### src/rtl/lppc_pkg.sv
// constants, types and helpers for the low-power pin control block
package lppc_pkg;

   localparam int          LPPC_AW      = 10;
   localparam int          LPPC_DW      = 32;
   localparam int          LPPC_NUM_SUB = 6;

   // register indices; byte address is four times the index
   localparam logic [7:0]  LPPC_IDX_SRC_SEL = 8'h30;
   localparam logic [7:0]  LPPC_IDX_POL     = 8'h31;
   localparam logic [7:0]  LPPC_IDX_CFG     = 8'h32;
   localparam logic [7:0]  LPPC_IDX_MASK    = 8'h33;

   localparam logic [9:0]  LPPC_ADDR_SRC_SEL = {LPPC_IDX_SRC_SEL, 2'b00};
   localparam logic [9:0]  LPPC_ADDR_POL     = {LPPC_IDX_POL, 2'b00};
   localparam logic [9:0]  LPPC_ADDR_CFG     = {LPPC_IDX_CFG, 2'b00};
   localparam logic [9:0]  LPPC_ADDR_MASK    = {LPPC_IDX_MASK, 2'b00};

   // sub-block bit positions, shared by select, config and mask
   localparam int          LPPC_BIT_PHY  = 5;
   localparam int          LPPC_BIT_LINK = 4;
   localparam int          LPPC_BIT_DP   = 3;
   localparam int          LPPC_BIT_REF  = 2;
   localparam int          LPPC_BIT_CLK  = 1;
   localparam int          LPPC_BIT_ADC  = 0;

   localparam logic [1:0]  LPPC_POL_ACTIVE_HIGH = 2'h0;
   localparam logic [1:0]  LPPC_POL_ACTIVE_LOW  = 2'h1;

   localparam logic [5:0]  LPPC_RST_SRC_SEL = 6'h00;
   localparam logic [1:0]  LPPC_RST_POL     = 2'h0;
   localparam logic [5:0]  LPPC_RST_CFG     = 6'h00;
   localparam logic [5:0]  LPPC_RST_MASK    = 6'h00;

   typedef enum logic [2:0] {
      LPPC_SEL_NONE,
      LPPC_SEL_SRC,
      LPPC_SEL_POL,
      LPPC_SEL_CFG,
      LPPC_SEL_MASK
   } lppc_sel_t;

   // codes 2 and 3 are undefined; they fall back to active high
   function automatic logic lppc_pin_asserted(input logic       level,
                                              input logic [1:0] pin_active_level);
      if (pin_active_level == LPPC_POL_ACTIVE_LOW)
         return !level;
      else
         return level;
   endfunction

endpackage

### src/rtl/lppc_ctrl_if.sv
// control bundle between the register file and the sleep gating
`timescale 1ns/1ps
interface lppc_ctrl_if;
   logic [5:0] src_sel;
   logic [1:0] pin_pol;
   logic [5:0] cfg;
   logic [5:0] pin_gate;
   logic       pin_level;
   logic [5:0] sleep_req;

   modport ctrl (output src_sel, output pin_pol, output cfg,
                 output pin_gate, output pin_level, input sleep_req);
   modport gate (input src_sel, input pin_pol, input cfg,
                 input pin_gate, input pin_level, output sleep_req);
endinterface

### src/rtl/lppc_top.sv
// low-power pin control: APB registers and registered sleep outputs
`timescale 1ns/1ps
module lppc_top
   import lppc_pkg::*;
(
   input  wire logic               clk_in,
   input  wire logic               reset_n_in,
   input  wire logic               ce_in,
   input  wire logic               psel_in,
   input  wire logic               penable_in,
   input  wire logic               pwrite_in,
   input  wire logic [LPPC_AW-1:0] paddr_in,
   input  wire logic [LPPC_DW-1:0] pwdata_in,
   output logic      [LPPC_DW-1:0] prdata_out,
   output logic                    pready_out,
   output logic                    pslverr_out,
   input  wire logic               powerdown_pin_in,
   output logic                    serializer_phy_sleep_out,
   output logic                    link_tx_sleep_out,
   output logic                    datapath_sleep_out,
   output logic                    reference_sleep_out,
   output logic                    clock_top_sleep_out,
   output logic                    converters_sleep_out,
   output logic                    bandgap_on_out
);

   typedef struct packed {
      logic [5:0]         src;
      logic [1:0]         pin_active_level;
      logic [5:0]         cfg;
      logic [5:0]         mask;
      logic [5:0]         sleep;
      logic               bandgap;
      logic [LPPC_DW-1:0] prdata;
      logic               pslverr;
      logic               loaded;
   } lppc_state_t;

   localparam lppc_state_t LPPC_STATE_RST = '{
      src:     LPPC_RST_SRC_SEL,
      pin_active_level:     LPPC_RST_POL,
      cfg:     LPPC_RST_CFG,
      mask:    LPPC_RST_MASK,
      sleep:   6'h00,
      bandgap: 1'b0,
      prdata:  32'h0000_0000,
      pslverr: 1'b0,
      loaded:  1'b0
   };

   lppc_state_t r_reg;
   lppc_state_t r_next;
   logic [1:0]  rst_sync_reg;
   logic        rst_n;
   lppc_sel_t   sel;
   logic        wr_access;
   logic        pin_act;

   lppc_ctrl_if ctl ();

   ////////////////////////////////////////////////////////////////////////
   // reset release

   always_ff @(posedge clk_in or negedge reset_n_in) begin
      if (!reset_n_in) begin
         rst_sync_reg <= 2'b00;
      end else begin
         rst_sync_reg <= {rst_sync_reg[0], 1'b1};
      end
   end

   assign rst_n = rst_sync_reg[1];

   ////////////////////////////////////////////////////////////////////////
   // address decode

   // a full word address match is required; anything else is an error
   function automatic lppc_sel_t lppc_decode(input logic [LPPC_AW-1:0] a);
      if (a == LPPC_ADDR_SRC_SEL) begin
         return LPPC_SEL_SRC;
      end else if (a == LPPC_ADDR_POL) begin
         return LPPC_SEL_POL;
      end else if (a == LPPC_ADDR_CFG) begin
         return LPPC_SEL_CFG;
      end else if (a == LPPC_ADDR_MASK) begin
         return LPPC_SEL_MASK;
      end else begin
         return LPPC_SEL_NONE;
      end
   endfunction

   assign sel        = lppc_decode(paddr_in);
   // a frozen block must not complete a transfer it cannot record, and
   // read data must be latched before the transfer may complete
   assign pready_out = psel_in && penable_in && ce_in && r_reg.loaded;
   assign wr_access  = pready_out && pwrite_in;

   ////////////////////////////////////////////////////////////////////////
   // gating

   assign ctl.src_sel   = r_reg.src;
   assign ctl.pin_pol   = r_reg.pin_active_level;
   assign ctl.cfg       = r_reg.cfg;
   assign ctl.pin_gate  = r_reg.mask;
   assign ctl.pin_level = powerdown_pin_in;

   lppc_gate u_gate (
      .ctl (ctl.gate)
   );

   assign pin_act = lppc_pin_asserted(powerdown_pin_in, r_reg.pin_active_level);

   ////////////////////////////////////////////////////////////////////////
   // next state

   always_comb begin
      r_next = r_reg;
      if (ce_in) begin
         if (psel_in && !r_reg.loaded) begin
            // latched once per transfer, also when the setup edge was
            // frozen; costs one wait state only in that case
            r_next.loaded  = 1'b1;
            r_next.pslverr = (sel == LPPC_SEL_NONE);
            case (sel)
               LPPC_SEL_SRC:  r_next.prdata = {26'h0, r_reg.src};
               LPPC_SEL_POL:  r_next.prdata = {30'h0, r_reg.pin_active_level};
               LPPC_SEL_CFG:  r_next.prdata = {26'h0, r_reg.cfg};
               LPPC_SEL_MASK: r_next.prdata = {26'h0, r_reg.mask};
               default:       r_next.prdata = 32'h0000_0000;
            endcase
         end
         if (wr_access) begin
            case (sel)
               LPPC_SEL_SRC:  r_next.src  = pwdata_in[5:0];
               LPPC_SEL_POL:  r_next.pin_active_level  = pwdata_in[1:0];
               LPPC_SEL_CFG:  r_next.cfg  = pwdata_in[5:0];
               LPPC_SEL_MASK: r_next.mask = pwdata_in[5:0];
               default:       r_next.cfg  = r_reg.cfg;
            endcase
         end
         if (pready_out) begin
            r_next.loaded = 1'b0;
         end
         r_next.sleep   = ctl.sleep_req;
         r_next.bandgap = 1'b1;
      end
   end

   always_ff @(posedge clk_in or negedge rst_n) begin
      if (!rst_n) begin
         r_reg <= LPPC_STATE_RST;
      end else begin
         r_reg <= r_next;
      end
   end

   assign prdata_out               = r_reg.prdata;
   assign pslverr_out              = r_reg.pslverr;
   assign serializer_phy_sleep_out = r_reg.sleep[LPPC_BIT_PHY];
   assign link_tx_sleep_out        = r_reg.sleep[LPPC_BIT_LINK];
   assign datapath_sleep_out       = r_reg.sleep[LPPC_BIT_DP];
   assign reference_sleep_out      = r_reg.sleep[LPPC_BIT_REF];
   assign clock_top_sleep_out      = r_reg.sleep[LPPC_BIT_CLK];
   assign converters_sleep_out     = r_reg.sleep[LPPC_BIT_ADC];
   assign bandgap_on_out           = r_reg.bandgap;

   ////////////////////////////////////////////////////////////////////////
   // checks

   property p_ref_pin;
      @(posedge clk_in) disable iff (!rst_n)
      ce_in && r_reg.src[LPPC_BIT_REF] |=>
         reference_sleep_out == $past(pin_act && r_reg.mask[LPPC_BIT_REF]);
   endproperty
   a_ref_pin: assert property (p_ref_pin)
      else $error("reference sleep does not follow gated pin");

   property p_adc_cfg_only;
      @(posedge clk_in) disable iff (!rst_n)
      ce_in && !r_reg.src[LPPC_BIT_ADC] |=>
         converters_sleep_out == $past(r_reg.cfg[LPPC_BIT_ADC]);
   endproperty
   a_adc_cfg_only: assert property (p_adc_cfg_only)
      else $error("converters sleep not taken from config bit");

   property p_phy_masked;
      @(posedge clk_in) disable iff (!rst_n)
      ce_in && r_reg.src[LPPC_BIT_PHY] && !r_reg.mask[LPPC_BIT_PHY] |=>
         !serializer_phy_sleep_out;
   endproperty
   a_phy_masked: assert property (p_phy_masked)
      else $error("masked pin reached the serializer phy");

   property p_pol_low;
      @(posedge clk_in) disable iff (!rst_n)
      ce_in && r_reg.pin_active_level == LPPC_POL_ACTIVE_LOW && r_reg.src[LPPC_BIT_CLK]
         && r_reg.mask[LPPC_BIT_CLK] |=>
         clock_top_sleep_out == !$past(powerdown_pin_in);
   endproperty
   a_pol_low: assert property (p_pol_low)
      else $error("active low pin not honoured for clock top");

   property p_phy_cfg;
      @(posedge clk_in) disable iff (!rst_n)
      ce_in && !r_reg.src[LPPC_BIT_PHY] |=>
         serializer_phy_sleep_out == $past(r_reg.cfg[LPPC_BIT_PHY]);
   endproperty
   a_phy_cfg: assert property (p_phy_cfg)
      else $error("serializer phy sleep differs from config bit");

   property p_link_cfg;
      @(posedge clk_in) disable iff (!rst_n)
      ce_in && !r_reg.src[LPPC_BIT_LINK] && r_reg.cfg[LPPC_BIT_LINK] |=>
         link_tx_sleep_out;
   endproperty
   a_link_cfg: assert property (p_link_cfg)
      else $error("link transmitter not asleep under config bit");

   property p_dp_cfg;
      @(posedge clk_in) disable iff (!rst_n)
      ce_in && !r_reg.src[LPPC_BIT_DP] && !r_reg.cfg[LPPC_BIT_DP] |=>
         !datapath_sleep_out;
   endproperty
   a_dp_cfg: assert property (p_dp_cfg)
      else $error("datapath asleep with config bit clear");

   property p_bandgap;
      @(posedge clk_in) disable iff (!rst_n)
      ce_in |=> bandgap_on_out;
   endproperty
   a_bandgap: assert property (p_bandgap)
      else $error("bandgap dropped");

   property p_clk_cfg;
      @(posedge clk_in) disable iff (!rst_n)
      ce_in && !r_reg.src[LPPC_BIT_CLK] |=>
         clock_top_sleep_out == $past(r_reg.cfg[LPPC_BIT_CLK]);
   endproperty
   a_clk_cfg: assert property (p_clk_cfg)
      else $error("clock top sleep differs from config bit");

   property p_dp_pin;
      @(posedge clk_in) disable iff (!rst_n)
      ce_in && r_reg.src[LPPC_BIT_DP] && r_reg.mask[LPPC_BIT_DP]
         && pin_act |=> datapath_sleep_out;
   endproperty
   a_dp_pin: assert property (p_dp_pin)
      else $error("unmasked pin did not reach the datapath");

   property p_link_release;
      @(posedge clk_in) disable iff (!rst_n)
      (ce_in && r_reg.src[LPPC_BIT_LINK] && r_reg.mask[LPPC_BIT_LINK]
         && pin_act) ##1
      (ce_in && r_reg.src[LPPC_BIT_LINK] && r_reg.mask[LPPC_BIT_LINK]
         && !pin_act) |=> !link_tx_sleep_out && $past(link_tx_sleep_out);
   endproperty
   a_link_release: assert property (p_link_release)
      else $error("link transmitter did not follow pin release");

   property p_freeze;
      @(posedge clk_in) disable iff (!rst_n)
      !ce_in |=> $stable(r_reg);
   endproperty
   a_freeze: assert property (p_freeze)
      else $error("state changed while clock enable low");

   property p_adc_pin;
      @(posedge clk_in) disable iff (!rst_n)
      ce_in && r_reg.src[LPPC_BIT_ADC] |=>
         converters_sleep_out == $past(pin_act && r_reg.mask[LPPC_BIT_ADC]);
   endproperty
   a_adc_pin: assert property (p_adc_pin)
      else $error("converters sleep does not follow gated pin");

   property p_clk_masked;
      @(posedge clk_in) disable iff (!rst_n)
      ce_in && r_reg.src[LPPC_BIT_CLK] && !r_reg.mask[LPPC_BIT_CLK] |=>
         !clock_top_sleep_out;
   endproperty
   a_clk_masked: assert property (p_clk_masked)
      else $error("masked pin reached the clock top");

   property p_ref_cfg;
      @(posedge clk_in) disable iff (!rst_n)
      ce_in && !r_reg.src[LPPC_BIT_REF] |=>
         reference_sleep_out == $past(r_reg.cfg[LPPC_BIT_REF]);
   endproperty
   a_ref_cfg: assert property (p_ref_cfg)
      else $error("reference sleep differs from config bit");

endmodule // lppc_top

### src/rtl/lppc_gate.sv
// per sub-block choice between pin control and configuration bit
`timescale 1ns/1ps
module lppc_gate
   import lppc_pkg::*;
(
   lppc_ctrl_if.gate ctl
);

   logic pin_act;

   assign pin_act = lppc_pin_asserted(ctl.pin_level, ctl.pin_pol);

   genvar i;
   generate
      for (i = 0; i < LPPC_NUM_SUB; i++) begin : g_sub
         // pin path is gated by its mask; config path ignores the pin
         assign ctl.sleep_req[i] = ctl.src_sel[i] ?
                                   (pin_act & ctl.pin_gate[i]) :
                                   ctl.cfg[i];
      end
   endgenerate

endmodule // lppc_gate

### config.mk
export PLATFORM = sky130hd
export DESIGN_NAME = lppc_top
export DESIGN_NICKNAME = d
export VERILOG_FILES = /design/src/rtl/lppc_pkg.sv /design/src/rtl/lppc_ctrl_if.sv /design/src/rtl/lppc_top.sv /design/src/rtl/lppc_gate.sv
export SDC_FILE = /design/constraint.sdc
export NUM_CORES = 1
export LEC_CHECK = 0
export BUFFER_PORTS_ARGS = -buffer_cell sky130_fd_sc_hd__buf_4
export CORE_MARGIN = 2
export CORE_UTILIZATION = 50
export CTS_CLUSTER_SIZE = 12
export DETAILED_ROUTE_END_ITERATION = 10
export HOLD_SLACK_MARGIN = 0.08
export PLACE_DENSITY = 0.85
export SETUP_SLACK_MARGIN = 0.15
export SYNTH_ARGS = -nofsm -noshare
export SYNTH_HDL_FRONTEND = slang
export SYNTH_SLANG_ARGS = --single-unit
### constraint.sdc
create_clock -name clk_in -period 2.45 [get_ports clk_in]
set_input_delay 0.1225 -clock clk_in [delete_from_list [all_inputs] [get_ports clk_in]]
set_output_delay 0.1225 -clock clk_in [all_outputs]
set_load 0.005 [all_outputs]
==> flow_summary.ini <==
[run_status]
run_status = finished, final reports clean

[placement]
gp_congestion = 0.765
io_buffer_count = 37
detailed_place_hpwl_microns = 2520
post_dp_cell_area_sq_um = 2080
placed_cells = 240

[logic_synthesis]
syn-mean-instance-area_sq_um = 11.5
synth.distinct_cells = 26
synth_sequential_area_ratio = 0.487
netlist_area_sq_um = 1900
post_synth_inst_count = 165
yosysWarningCount = 0
ys_ff_latch = 37

[layout]
area_growth_syn_to_layout_pct = 18.8
num_antenna_cells = 0
final_non_filler_cell_area_sq_um = 2260
final.fill_count = 310
finalNonFillerCells = 254
finish.net_count = 254
register_area_sq_um = 926
multi_input_comb_area_sq_um = 810
drive_gt1_frac = 0.359

[pwr]
net-switching-power_uw = 284
p_per_area_nw_per_um2 = 576
worst_ir_drop_vdd_mv = 0.298
internal_power_mw = 1.02
static-leakage-power_nw = 1.14
seq_power_share = 0.489
swShare = 0.218
clock_power_share = 0.417
fin_total_pwr_mw = 1.30
combPwrFrac = 0.094

[drt]
drt-vias-per-instance = 4.93
post-route-drc-count = 0
initialDrtViolationCount = 51
route.antenna.remaining_nets = 0
vias = 1251
drt-total-wl_microns = 3350
wire_per_inst_microns = 13.2
detailedRoute.firstPassIterationCount = 4

[floorplan]
dieArea_sq_um = 4320
design.core.area_sq_um = 3660
horizontal_extent_of_the_die_microns = 65.7
die_height_microns = 65.7
effective_utilization_at_floorplan = 0.520
ioPinCount = 90
row_count = 22

[global_routing]
grt.overflow.total = 0
grt_pass1_vias = 1150
groute.usage.overall = 0.175
grt_start_max_net_pins = 36
grt_antenna_before_repair = 0
grt_pass1_wl_microns = 5490

[clock_network]
cts_root_buffer = sky130_fd_sc_hd__clkbuf_8
clockBufferDepth = 2
cts_htree_levels = 2
tritoncts = done
clock_insertion_delay_worst_skew_ns = 0.29
buffer_count_from_post_cts_setup_fixing = 0
numCtsBuffers = 5
clkTransAtPathRegs_ns = 0.07
cts.sinks = 37
post_cts_resized = 0

[sta]
worst_pin_slew_ns = 0.584
finalSetupTns_ns = 0
maxSlewViolCount = 0
finalSetupViolCount = 0
finalWorstPathRequiredPeriod_ns = 1.70
timing.slew.headroom = 0.608
timing.hold.ws_ns = 0.0903
timing.clock.skew_ns = 0.00758
hold_viol = 0
final_min_period_over_clock_period = 0.696
max_freq_ghz = 0.587
grt_setup_unrepaired = no

[setup_path]
cp_slowest_stage_delay_ns = 0.42
cp_slowest_cell = sky130_fd_sc_hd__nor4_4
timing.setup.critical_path_class = reg2reg
critical_path_arrival_ns = 1.88
timing.critical_path.from_type = flop
worstPathCellList = and4_1, nand2_1, nor4_4, mux2_2
crit_required_ns = 2.62
end_kind = flop
cp_max_fo = 6

[hold_path]
worstHoldPathType = in2reg

[job]
max-cap-violations = 0
power by group through the flow:
| stage | combinational (mW) | clock (mW) | sequential (mW) |
|---|---|---|---|
| 6_report | 0.123 | 0.542 | 0.637 |
| 5_1_grt | 0.138 | 0.582 | 0.639 |
| 3_3_place_gp | 0.114 | 0 | 0.648 |
| 3_5_place_dp | 0.117 | 0 | 0.648 |
| 4_1_cts | 0.124 | 0.554 | 0.637 |
| 2_1_floorplan | 0.0718 | 0 | 0.657 |
cell usage after synthesis:
master,instances,share of area
sky130_fd_sc_hd__o21ai_0,5,0.013
sky130_fd_sc_hd__mux4_2,2,0.024
sky130_fd_sc_hd__nor4_4,2,0.022
sky130_fd_sc_hd__mux2_2,20,0.12
sky130_fd_sc_hd__nand4_2,2,0.013
sky130_fd_sc_hd__buf_2,2,0.0053
sky130_fd_sc_hd__buf_4,32,0.13
sky130_fd_sc_hd__nand2_1,6,0.012
sky130_fd_sc_hd__nand2b_1,2,0.0066
sky130_fd_sc_hd__conb_1,2,0.0039
sky130_fd_sc_hd__nor4_2,1,0.0066
sky130_fd_sc_hd__dfrtp_1,37,0.49
sky130_fd_sc_hd__a21oi_1,7,0.018
sky130_fd_sc_hd__a31oi_1,10,0.033
sky130_fd_sc_hd__nand3b_1,1,0.0039
sky130_fd_sc_hd__inv_1,1,0.0020
sky130_fd_sc_hd__and2_1,1,0.0033
sky130_fd_sc_hd__nor2_1,13,0.026
sky130_fd_sc_hd__and4_1,2,0.0092
sky130_fd_sc_hd__nor2b_1,6,0.020
sky130_fd_sc_hd__a22o_1,2,0.0092
sky130_fd_sc_hd__and4_2,1,0.0053
sky130_fd_sc_hd__clkbuf_1,2,0.0039
sky130_fd_sc_hd__xnor2_1,1,0.0046
sky130_fd_sc_hd__mux2i_1,4,0.021
sky130_fd_sc_hd__or2_2,1,0.0033
cells in the final DEF (no fill, tap or decap), types with 2 or more instances in the layout:
| cell | n |
|---|---|
| sky130_fd_sc_hd__dfrtp_1 | 37 |
| sky130_fd_sc_hd__and4_1 | 2 |
| sky130_fd_sc_hd__a21oi_1 | 7 |
| sky130_fd_sc_hd__mux2_2 | 20 |
| sky130_fd_sc_hd__nand2b_1 | 2 |
| sky130_fd_sc_hd__o21ai_0 | 5 |
| sky130_fd_sc_hd__nand4_2 | 2 |
| sky130_fd_sc_hd__mux4_2 | 2 |
| sky130_fd_sc_hd__buf_4 | 38 |
| sky130_fd_sc_hd__nor2b_1 | 6 |
| sky130_fd_sc_hd__nor2_1 | 13 |
| sky130_fd_sc_hd__mux2i_1 | 4 |
| sky130_fd_sc_hd__conb_1 | 27 |
| sky130_fd_sc_hd__nor4_4 | 2 |
| sky130_fd_sc_hd__clkbuf_8 | 6 |
| sky130_fd_sc_hd__a22o_1 | 2 |
| sky130_fd_sc_hd__a31oi_1 | 10 |
| sky130_fd_sc_hd__nand2_1 | 6 |
| sky130_fd_sc_hd__dlygate4sd3_1 | 6 |
per-stage QoR:
stage	utilization	setup slack (ns)
floorplan	-	0.947
global placement	0.569	0.594
detailed placement	0.569	0.519
CTS	0.618	0.706
global route	0.618	0.621
finish	0.618	0.745
path summary, 6_finish.rpt:
check                                  end            start  depth (start not counted)  slack, ns
min                               r_reg[0]          psel_in                          3       0.09
max reg2reg                     ctl.cfg[3]         r_reg[0]                          4       0.75
min in group asynchronous  rst_sync_reg[0]       reset_n_in                          2       0.14
min reg2reg                ctl.pin_gate[1]  rst_sync_reg[1]                          1       0.27
max in group asynchronous       ctl.cfg[3]  rst_sync_reg[1]                          1       1.86
max                             ctl.cfg[3]         r_reg[0]                          4       0.75
per-layer routing:
metal  share of wire  global-route usage  vias up
met5               0                   0        -
met1            0.42               0.209      593
met3           0.082              0.0582        4
met2            0.48               0.288       53
li1                -                   -      601
met4           0.016              0.0703        0
kinds of logic after synthesis:
family	synth area share
and+or+nand+nor	0.131
DFF	0.487
buffers and inverters	0.137
muxes	0.163
AOI/OAI and AO/OA	0.0736
other	0.00395
xor gates and xnor gates	0.00460
what timing repair did:
action	4_1_cts	5_1_grt
hold endpoints to repair	13	0
hold buffers	6	0
endpoints found under the setup margin	0	0
critical path: cells and delay by family, from the launching register on:
kind,cells,cell delay (ns)
flip-flops,1,0.36
multiplexers,1,0.39
AND/OR/NAND/NOR,3,0.83
layout make-up:
cell class              instances  share of cell area
clock buffers                   7              0.0382
clock inverters                 1              0.0133
inverters                       1             0.00166
multi-input cells             116               0.358
flip-flops and latches         37               0.410
well taps                      48              0.0266
repair buffers                 44               0.153
(Power assumes the default switching activity.)
